[src/rtl/cond_flags_pkg.sv]
// Package for the condition-flag register block.
// Assumes a single 100 MHz core clock and an APB register port.
package cond_flags_pkg;

  localparam int FIELD_COUNT = 8;
  localparam int FIELD_WIDTH = 4;
  localparam int FLAG_WIDTH  = 32;
  localparam int BIT_OFFSET  = 32;

  // APB byte addresses
  localparam logic [11:0] ADDR_FLAGS  = 12'h000;
  localparam logic [11:0] ADDR_UPDATE = 12'h004;
  localparam logic [11:0] ADDR_STATUS = 12'h008;

  // Bit positions within a field
  localparam int POS_LESS = 3;
  localparam int POS_GRTR = 2;
  localparam int POS_ZERO = 1;
  localparam int POS_OVFL = 0;

  localparam logic [31:0] FLAGS_RESET = 32'h0000_0000;
  localparam logic [3:0]  FIELD_NEG   = 4'h8;
  localparam logic [3:0]  FIELD_POS   = 4'h4;
  localparam logic [3:0]  FIELD_ZER   = 4'h2;

  typedef enum logic [2:0] {
    OP_NONE    = 3'b000,
    OP_MOVE    = 3'b001,
    OP_COPY    = 3'b010,
    OP_EXCREG  = 3'b011,
    OP_RECORD  = 3'b100,
    OP_ICMP    = 3'b101,
    OP_VCMP    = 3'b110,
    OP_LOGIC   = 3'b111
  } flag_op_t;

  typedef enum logic [1:0] {
    LG_AND = 2'b00,
    LG_OR  = 2'b01,
    LG_XOR = 2'b10,
    LG_NOR = 2'b11
  } logic_op_t;

  typedef struct packed {
    logic        valid;
    flag_op_t    op;
    logic [7:0]  field_mask;
    logic [2:0]  dst_field;
    logic [2:0]  src_field;
    logic [31:0] source;
    logic        double_word;
    logic        cmp_signed;
    logic        summary_ovf;
    logic [3:0]  exc_field;
    logic        vec_hi_eq;
    logic        vec_lo_eq;
    logic [4:0]  sel_a;
    logic [4:0]  sel_b;
    logic [4:0]  sel_d;
    logic_op_t   lop;
  } flag_req_t;

  typedef struct packed {
    logic [31:0] flags;
    logic        test_bit;
    logic [31:0] prdata;
    logic        pready;
    logic        pslverr;
    logic [7:0]  update_count;
    logic        soft_write_en;
  } flag_state_t;

endpackage

[src/rtl/condition_flag_register.sv]
// Condition-flag register: eight 4-bit fields with per-field updates.
// Assumes execution logic presents one update per cycle on req_in and an
// APB master on the core clock; core reset is a plain input.
//
// The APB slave port and the register addresses were left to the implementer.
module condition_flag_register
  import cond_flags_pkg::*;
(
  // Clock and reset
  input  wire logic                     clk_in,
  input  wire logic                     arst_n_in,
  input  wire logic                     clk_en_in,
  input  wire logic                     core_reset_n_in,
  // Execution update port
  input  wire cond_flags_pkg::flag_req_t req_in,
  input  wire logic [31:0]              cmp_operand_b_in,
  // Flag outputs
  output logic [31:0]                   flags_out,
  output logic                          test_bit_out,
  // APB slave
  input  wire logic                     psel_in,
  input  wire logic                     penable_in,
  input  wire logic                     pwrite_in,
  input  wire logic [11:0]              paddr_in,
  input  wire logic [31:0]              pwdata_in,
  output logic [31:0]                   prdata_out,
  output logic                          pready_out,
  output logic                          pslverr_out
);
  import cond_flags_pkg::*;

  // Refuse a field layout that does not fill the flag word
  if (FIELD_COUNT * FIELD_WIDTH != FLAG_WIDTH) begin : g_layout_check
    $error("field layout does not fill the flag word");
  end

  flag_state_t state;
  flag_state_t next_state;

  // Flag word index for a 5-bit selector: selector 0 picks bit 31, the MSB of the word
  function automatic logic pick_bit(input logic [31:0] f,
                                    input logic [4:0] sel);
    pick_bit = f[5'd31 - sel];
  endfunction

  // eight field layout
  // Field zero is bits 31:28 of the word
  function automatic logic [3:0] get_field(input logic [31:0] f,
                                           input logic [2:0] n);
    get_field = f[(3'd7 - n) * 4 +: 4];
  endfunction

  function automatic logic [3:0] record_field(input logic [31:0] r,
                                              input logic ovf);
    logic [3:0] c;
    c = 4'h0;
    if (r[31]) begin
      c = FIELD_NEG;
    end else if (r[30:0] != 31'h0) begin
      c = FIELD_POS;
    end else begin
      c = FIELD_ZER;
    end
    c[POS_OVFL] = ovf;
    record_field = c;
  endfunction

  logic [3:0]  new_field;
  logic        do_field;
  logic        a_bit;
  logic        b_bit;
  logic        l_bit;
  logic        less;
  logic        grtr;
  logic        apb_access;

  always_comb begin
    next_state = state;
    new_field  = 4'h0;
    do_field   = 1'b0;
    a_bit      = pick_bit(state.flags, req_in.sel_a);
    b_bit      = pick_bit(state.flags, req_in.sel_b);
    l_bit      = 1'b0;
    less       = 1'b0;
    grtr       = 1'b0;
    apb_access = psel_in && penable_in;
    next_state.pready  = 1'b0;
    next_state.pslverr = 1'b0;
    if (core_reset_n_in && req_in.valid) begin
      unique case (req_in.op)
        OP_NONE: begin
        end
        OP_MOVE: begin
          for (int i = 0; i < FIELD_COUNT; i++) begin
            if (req_in.field_mask[7 - i]) begin
              next_state.flags[(7 - i) * 4 +: 4] =
                req_in.source[(7 - i) * 4 +: 4];
            end
          end
        end
        OP_COPY: begin
          new_field = get_field(state.flags, req_in.src_field);
          do_field  = 1'b1;
        end
        OP_EXCREG: begin
          new_field = req_in.exc_field;
          do_field  = 1'b1;
        end
        OP_RECORD: begin
          if (!req_in.double_word) begin
            next_state.flags[31:28] =
              record_field(req_in.source, req_in.summary_ovf);
          end
        end
        OP_ICMP: begin
          if (req_in.cmp_signed) begin
            less = $signed(req_in.source) < $signed(cmp_operand_b_in);
            grtr = $signed(req_in.source) > $signed(cmp_operand_b_in);
          end else begin
            less = req_in.source < cmp_operand_b_in;
            grtr = req_in.source > cmp_operand_b_in;
          end
          new_field = {less, grtr, !(less || grtr), req_in.summary_ovf};
          do_field  = 1'b1;
        end
        OP_VCMP: begin
          new_field = {req_in.vec_hi_eq, req_in.vec_lo_eq,
                       req_in.vec_hi_eq | req_in.vec_lo_eq,
                       req_in.vec_hi_eq & req_in.vec_lo_eq};
          do_field  = 1'b1;
        end
        OP_LOGIC: begin
          unique case (req_in.lop)
            LG_AND: l_bit = a_bit & b_bit;
            LG_OR:  l_bit = a_bit | b_bit;
            LG_XOR: l_bit = a_bit ^ b_bit;
            LG_NOR: l_bit = !(a_bit | b_bit);
          endcase
          next_state.flags[5'd31 - req_in.sel_d] = l_bit;
        end
      endcase
      if (do_field) begin
        next_state.flags[(3'd7 - req_in.dst_field) * 4 +: 4] = new_field;
      end
      next_state.update_count = state.update_count + 8'h01;
    end
    next_state.test_bit = a_bit;
    // APB: one wait state; answer registered from the first access edge
    if (apb_access && !state.pready) begin
      next_state.pready = 1'b1;
      unique case (paddr_in)
        ADDR_FLAGS: begin
          next_state.prdata = state.flags;
        end
        ADDR_UPDATE: begin
          next_state.prdata = {31'h0, state.soft_write_en};
        end
        ADDR_STATUS: begin
          next_state.prdata = {24'h0, state.update_count};
        end
        default: begin
          next_state.prdata  = 32'h0;
          next_state.pslverr = 1'b1;
        end
      endcase
    end
    // Writes land on the edge that sees pready high; execution wins
    if (apb_access && state.pready && pwrite_in) begin
      if (paddr_in == ADDR_FLAGS && state.soft_write_en &&
          !(core_reset_n_in && req_in.valid)) begin
        next_state.flags = pwdata_in;
      end
      if (paddr_in == ADDR_UPDATE) begin
        next_state.soft_write_en = pwdata_in[0];
      end
    end
  end

  always_ff @(posedge clk_in or negedge arst_n_in) begin
    if (!arst_n_in) begin
      state <= '{flags: FLAGS_RESET, test_bit: 1'b0, prdata: 32'h0,
                 pready: 1'b0, pslverr: 1'b0, update_count: 8'h00,
                 soft_write_en: 1'b1};
    end else if (clk_en_in) begin
      state <= next_state;
    end
  end

  assign flags_out    = state.flags;
  assign test_bit_out = state.test_bit;
  assign prdata_out   = state.prdata;
  assign pready_out   = state.pready;
  assign pslverr_out  = state.pslverr;

  a_core_reset_hold: assert property (@(posedge clk_in)
    disable iff (!arst_n_in)
    (!core_reset_n_in && clk_en_in && !(psel_in && penable_in))
      |=> $stable(flags_out))
    else $error("flags changed during core reset");

  a_record_negative: assert property (@(posedge clk_in)
    disable iff (!arst_n_in)
    (clk_en_in && core_reset_n_in && req_in.valid &&
     req_in.op == OP_RECORD && !req_in.double_word && req_in.source[31])
      |=> flags_out[31:29] == 3'b100)
    else $error("negative result not recorded");

  a_record_zero: assert property (@(posedge clk_in)
    disable iff (!arst_n_in)
    (clk_en_in && core_reset_n_in && req_in.valid &&
     req_in.op == OP_RECORD && !req_in.double_word &&
     req_in.source == 32'h0)
      |=> flags_out[31:29] == 3'b001)
    else $error("zero result not recorded");

  a_record_positive: assert property (@(posedge clk_in)
    disable iff (!arst_n_in)
    (clk_en_in && core_reset_n_in && req_in.valid &&
     req_in.op == OP_RECORD && !req_in.double_word &&
     !req_in.source[31] && req_in.source[30:0] != 31'h0)
      |=> flags_out[31:29] == 3'b010)
    else $error("positive result not recorded");

  a_record_overflow: assert property (@(posedge clk_in)
    disable iff (!arst_n_in)
    (clk_en_in && core_reset_n_in && req_in.valid &&
     req_in.op == OP_RECORD && !req_in.double_word)
      |=> flags_out[28] == $past(req_in.summary_ovf))
    else $error("overflow bit not copied");

  a_double_word_skip: assert property (@(posedge clk_in)
    disable iff (!arst_n_in)
    (clk_en_in && req_in.valid && req_in.op == OP_RECORD &&
     req_in.double_word && !(psel_in && penable_in))
      |=> $stable(flags_out))
    else $error("double word changed flags");

  a_move_untouched: assert property (@(posedge clk_in)
    disable iff (!arst_n_in)
    (clk_en_in && core_reset_n_in && req_in.valid &&
     req_in.op == OP_MOVE && req_in.field_mask[7] == 1'b0)
      |=> flags_out[31:28] == $past(flags_out[31:28]))
    else $error("unselected field zero changed");

  a_vector_compare: assert property (@(posedge clk_in)
    disable iff (!arst_n_in)
    (clk_en_in && core_reset_n_in && req_in.valid &&
     req_in.op == OP_VCMP && req_in.dst_field == 3'd1 &&
     req_in.vec_hi_eq && !req_in.vec_lo_eq)
      |=> flags_out[27:24] == 4'hA)
    else $error("vector compare field wrong");

  a_apb_ready: assert property (@(posedge clk_in)
    disable iff (!arst_n_in)
    (clk_en_in && psel_in && penable_in && !pready_out)
      |=> pready_out)
    else $error("apb access not answered");

  a_exception_load: assert property (@(posedge clk_in)
    disable iff (!arst_n_in)
    (clk_en_in && core_reset_n_in && req_in.valid &&
     req_in.op == OP_EXCREG && req_in.dst_field == 3'd0)
      |=> flags_out[31:28] == $past(req_in.exc_field))
    else $error("exception field not loaded");

  a_field_copy: assert property (@(posedge clk_in)
    disable iff (!arst_n_in)
    (clk_en_in && core_reset_n_in && req_in.valid &&
     req_in.op == OP_COPY && req_in.dst_field == 3'd7)
      |=> flags_out[3:0] == $past(flags_out[(3'd7 - req_in.src_field) * 4 +: 4]))
    else $error("field copy wrong");

  a_compare_equal: assert property (@(posedge clk_in)
    disable iff (!arst_n_in)
    (clk_en_in && core_reset_n_in && req_in.valid && req_in.op == OP_ICMP &&
     req_in.dst_field == 3'd2 && req_in.source == cmp_operand_b_in)
      |=> flags_out[23:21] == 3'b001)
    else $error("equal compare wrong");

  a_compare_overflow: assert property (@(posedge clk_in)
    disable iff (!arst_n_in)
    (clk_en_in && core_reset_n_in && req_in.valid &&
     req_in.op == OP_ICMP && req_in.dst_field == 3'd3)
      |=> flags_out[16] == $past(req_in.summary_ovf))
    else $error("compare overflow bit wrong");

  a_unsigned_less: assert property (@(posedge clk_in)
    disable iff (!arst_n_in)
    (clk_en_in && core_reset_n_in && req_in.valid && req_in.op == OP_ICMP &&
     req_in.dst_field == 3'd4 && !req_in.cmp_signed &&
     req_in.source < cmp_operand_b_in)
      |=> flags_out[15:13] == 3'b100)
    else $error("unsigned less compare wrong");

  a_signed_less: assert property (@(posedge clk_in)
    disable iff (!arst_n_in)
    (clk_en_in && core_reset_n_in && req_in.valid && req_in.op == OP_ICMP &&
     req_in.dst_field == 3'd5 && req_in.cmp_signed &&
     $signed(req_in.source) < $signed(cmp_operand_b_in))
      |=> flags_out[11:9] == 3'b100)
    else $error("signed less compare wrong");

  a_compare_greater: assert property (@(posedge clk_in)
    disable iff (!arst_n_in)
    (clk_en_in && core_reset_n_in && req_in.valid && req_in.op == OP_ICMP &&
     req_in.dst_field == 3'd6 && !req_in.cmp_signed &&
     req_in.source > cmp_operand_b_in)
      |=> flags_out[7:5] == 3'b010)
    else $error("greater compare wrong");

  a_logic_and: assert property (@(posedge clk_in)
    disable iff (!arst_n_in)
    (clk_en_in && core_reset_n_in && req_in.valid &&
     req_in.op == OP_LOGIC && req_in.lop == LG_AND)
      |=> flags_out[5'd31 - $past(req_in.sel_d)] ==
          $past(flags_out[5'd31 - req_in.sel_a] &
                flags_out[5'd31 - req_in.sel_b]))
    else $error("flag bit and wrong");

  a_logic_nor: assert property (@(posedge clk_in)
    disable iff (!arst_n_in)
    (clk_en_in && core_reset_n_in && req_in.valid &&
     req_in.op == OP_LOGIC && req_in.lop == LG_NOR)
      |=> flags_out[5'd31 - $past(req_in.sel_d)] ==
          $past(!(flags_out[5'd31 - req_in.sel_a] |
                  flags_out[5'd31 - req_in.sel_b])))
    else $error("flag bit nor wrong");

  a_test_bit: assert property (@(posedge clk_in)
    disable iff (!arst_n_in)
    clk_en_in
      |=> test_bit_out == $past(flags_out[5'd31 - req_in.sel_a]))
    else $error("tested flag bit wrong");

  a_move_written: assert property (@(posedge clk_in)
    disable iff (!arst_n_in)
    (clk_en_in && core_reset_n_in && req_in.valid &&
     req_in.op == OP_MOVE && req_in.field_mask[0])
      |=> flags_out[3:0] == $past(req_in.source[3:0]))
    else $error("selected field seven not moved");

  a_vector_low: assert property (@(posedge clk_in)
    disable iff (!arst_n_in)
    (clk_en_in && core_reset_n_in && req_in.valid &&
     req_in.op == OP_VCMP && req_in.dst_field == 3'd0 &&
     !req_in.vec_hi_eq && req_in.vec_lo_eq)
      |=> flags_out[31:28] == 4'h6)
    else $error("vector low compare wrong");

  a_record_others: assert property (@(posedge clk_in)
    disable iff (!arst_n_in)
    (clk_en_in && core_reset_n_in && req_in.valid &&
     req_in.op == OP_RECORD && !req_in.double_word)
      |=> flags_out[27:0] == $past(flags_out[27:0]))
    else $error("record touched other fields");

endmodule

[config.mk]
export PLATFORM = sky130hd
export DESIGN_NAME = condition_flag_register
export DESIGN_NICKNAME = d
export VERILOG_FILES = /design/src/rtl/cond_flags_pkg.sv /design/src/rtl/condition_flag_register.sv
export SDC_FILE = /design/constraint.sdc
export NUM_CORES = 1
export LEC_CHECK = 0
export ABC_AREA = 1
export BUFFER_PORTS_ARGS = -buffer_cell sky130_fd_sc_hd__buf_4
export CORE_MARGIN = 2
export CORE_UTILIZATION = 30
export DETAILED_ROUTE_END_ITERATION = 6
export GPL_ROUTABILITY_DRIVEN = 0
export GPL_TIMING_DRIVEN = 0
export PLACE_DENSITY = 0.58
export SYNTH_ARGS = -nofsm -noshare
export SYNTH_HDL_FRONTEND = slang
export SYNTH_SLANG_ARGS = --single-unit
[constraint.sdc]
create_clock -name clk_in -period 3.1 [get_ports clk_in]
set_clock_uncertainty 0.05 [all_clocks]
set_input_delay 0.31 -clock clk_in [delete_from_list [all_inputs] [get_ports clk_in]]
set_output_delay 0.31 -clock clk_in [all_outputs]
set_load 0.02 [all_outputs]
==> flow_summary.ini <==
[die]
dieArea_sq_mm = 0.0285
start_util = 0.304
rows = 60
fp.coreArea_sq_mm = 0.0268
die_x_um = 169
die_y_um = 169
io_pins = 226

[drt]
drtAntennaViolNets = 0
drc = 0
num_vias = 10200
routed_wirelength_um = 35800
routed_via_density = 5.24
drt_pre_antenna_iters = 6
wire_per_inst_um = 18.4
drt-initial-drc-count = 879

[final_layout]
drive_gt1_frac = 0.269
area_delta_synth_final_pct = 36.5
fin_nets = 1796
fin_cells = 1945
n_antenna_cell = 0
n_fill_cell = 2924
utilization = 0.415

[yosys]
syn-cell-area_sq_mm = 0.00814
synth_seq_area_share = 0.234
synth_top_cell_by_area = dfrtp_1
avgSynthCellArea_sq_um = 6.15
syn-num-nets = 1519
synth-edff-count = 0
async_reset_ff_frac = 1.00
yosysUniqueCellTypes = 47
synth_flop_cell = dfrtp_1
yosysWarnings = 0
synthTopCellsByArea = dfrtp_1, nand2_1, o21ai_0
synth_top_area_share = 0.231
synthCells = 1323
synth_seq_cells = 76

[clock_tree]
clkTransAtPathRegs_ps = 70
clock_latency_ps = 350
cts_tree = yes
clock-sinks = 76
clk_path_buf_depth = 2
cts_max_level = 3
cts_root_buf = clkbuf_16
cts-buffers-inserted = 9

[min_path]
hold_class = in2async

[setup_path]
reg2regPathDepth = 20
startpoint_type = flip-flop
critPathKind = reg2reg
crit_top_cell = nand2_1
crit_buf_inv = 3
critPathRequiredTime_ps = 3290
cp_slowest_cell = dfrtp_2
critPathMaxStageDelay_ps = 480
worstPathCellList = inv_1 -> nor2_1 -> a211oi_1 -> o21ai_1 -> nand3_1 -> nand2_1 -> nand2_1 -> ha_1 -> o21ai_1 -> nand2_1 -> nand2_4 -> buf_8 -> buf_6 -> nand3_1 -> a31oi_1 -> a21oi_1 -> o21ai_2 -> o211ai_1 -> nand2_1 -> o21ai_1
cp_num_cells = 20
end_kind = flip-flop
path_max_fanout = 6
crit_family = compound AO/OA/AOI/OAI gates
cp.arrival_ps = 3380

[global_routing]
grt_first_pass_wirelength_um = 53700
globalRouteOverflowTotal = 0
grt_max_degree = 77
gr-usage-all-layers = 0.246
antenna_found_initial = 0
grt_pass1_vias = 9570

[timing]
period_share = 1.03
slew_headroom = 0.341
tightest_slew_ps = 988
drv_slew = 0
fin_setup_tns_ps = -622
fmax_mhz = 313
layout_min_cycle_time_ps = 3190
hold_viol = 0
rsz0062_at_grt = yes
finalWorstSetupSlack_ps = -92.0
setup_viol = 13

[placed_design]
hpwl_um = 28500
place_inst = 1884
port-buffer-count = 220
dp_slack_ps = -863

[status]
violations = negative setup slack
status = finished with violations

[job]
cap_violations = 0

[power]
p_per_area_mw_per_mm2 = 397
max-vdd-ir-drop_mv = 0.287
p_leak_nw = 5.58
==> flip-flops by register name (all words and copies together) (netlist names) <==
signal	count
flags_out	32
prdata_out	32
pready_out	1
pslverr_out	1
state	9
test_bit_out	1
==> routing by layer <==
metal,part of all wire,track usage,wire (um),up-vias
met5,0,0,0,-
met4,0.043,0.0982,1540,0
met3,0.10,0.0412,3620,107
met2,0.44,0.397,15800,589
met1,0.41,0.327,14800,4575
li1,-,-,-,4922
==> cell usage after synthesis (all sizes together), types with 2 or more instances <==
library cell    n
clkinv          3
nand2         314
o22ai           7
a21oi          94
a311oi          2
nand4           8
o21bai          2
a221oi          4
o31ai          24
a211oi          5
o211ai         18
inv           177
nor3           17
a22oi           3
nor2          134
o311ai          2
dfrtp          75
o21a            3
clkbuf         35
nand3          60
o21ai         161
o221ai          3
nor4           10
a41oi           7
xor2            7
ha             37
buf            78
a22o            9
a31oi          17
==> metrics by stage <==
step / area, sq um / total power (W) / hold slack [ps]
after global routing: 11100 / 0.00464 / 171
after floorplan: 8140 / 0.00224 / -35.6
after detailed placement: 10200 / 0.00303 / 407
after global placement: 10200 / 0.00301 / 407
final: 11100 / 0.00441 / 82.1
after CTS: 10900 / 0.00431 / 123
==> report_power, final <==
| part | leakage [nW] | internal [W] | switching [W] | total, W |
|---|---|---|---|---|
| Sequential | 0.985 | 0.00113 | 0.000182 | 0.00131 |
| Clock | 0.145 | 0.000645 | 0.000426 | 0.00107 |
| Combinational | 4.45 | 0.000833 | 0.00120 | 0.00203 |
| Total | 5.58 | 0.00261 | 0.00181 | 0.00441 |
==> layout make-up <==
cell class | count | area, sq um | area share
inverters | 180 | 713 | 0.0642
clock inverters | 5 | 60.1 | 0.00541
clock buffers | 10 | 239 | 0.0215
flip-flops and latches | 76 | 1930 | 0.173
plain buffers | 113 | 717 | 0.0645
well taps | 341 | 427 | 0.0384
multi-input cells | 954 | 5000 | 0.451
repair buffers | 266 | 2020 | 0.182
==> path summary, 6_finish.rpt <==
check	slack [ps]	to	startpoint
worst max-delay path	-90	flags_out[24]	flags_out[31]
worst min-delay path	80	prdata_out[0]	arst_n_in
worst max register to register	-90	flags_out[24]	flags_out[31]
worst min register to register	420	state[7]	state[7]
max in group asynchronous	2230	flags_out[30]	arst_n_in
min in group clk_in	160	state[0]	pwdata_in[0]
==> what timing repair did <==
action,in CTS,in global routing
pin swaps,4,31
setup endpoints to repair,32,32
gates resized for setup,55,49
setup buffers,35,10
hold buffers,0,0
endpoints found under the hold margin,0,0
cloned,0,1
==> cells by family (layout without fill, tap and decap cells) <==
kind of cell,count (synthesis),in the layout,synth area share
AND/OR/NAND/NOR,546,546,0.276
AO/OA/AOI/OAI,363,363,0.257
buffers and inverters,293,574,0.168
flip-flops,76,76,0.234
adder cells (fa/ha/maj),37,37,0.0569
XOR/XNOR,7,7,0.00753
multiplexers,1,1,0.00123
==> placed cells by master (no fill, tap or decap), types with 7 or more instances in the layout <==
master	count
nor2_1	132
nor4_1	8
o21ai_0	119
nand3_1	53
a21oi_1	92
buf_4	327
o31ai_1	24
o211ai_1	18
clkinvlp_4	11
nand4_1	8
o22ai_1	7
buf_2	11
clkbuf_16	10
dfrtp_2	19
clkbuf_1	32
dfrtp_1	56
nand2_1	311
inv_2	9
a22o_1	9
o21ai_1	36
inv_1	158
xor2_1	7
a31oi_1	17
ha_1	37
nor3_1	15
Note: power is estimated with default switching activity, not from simulation.
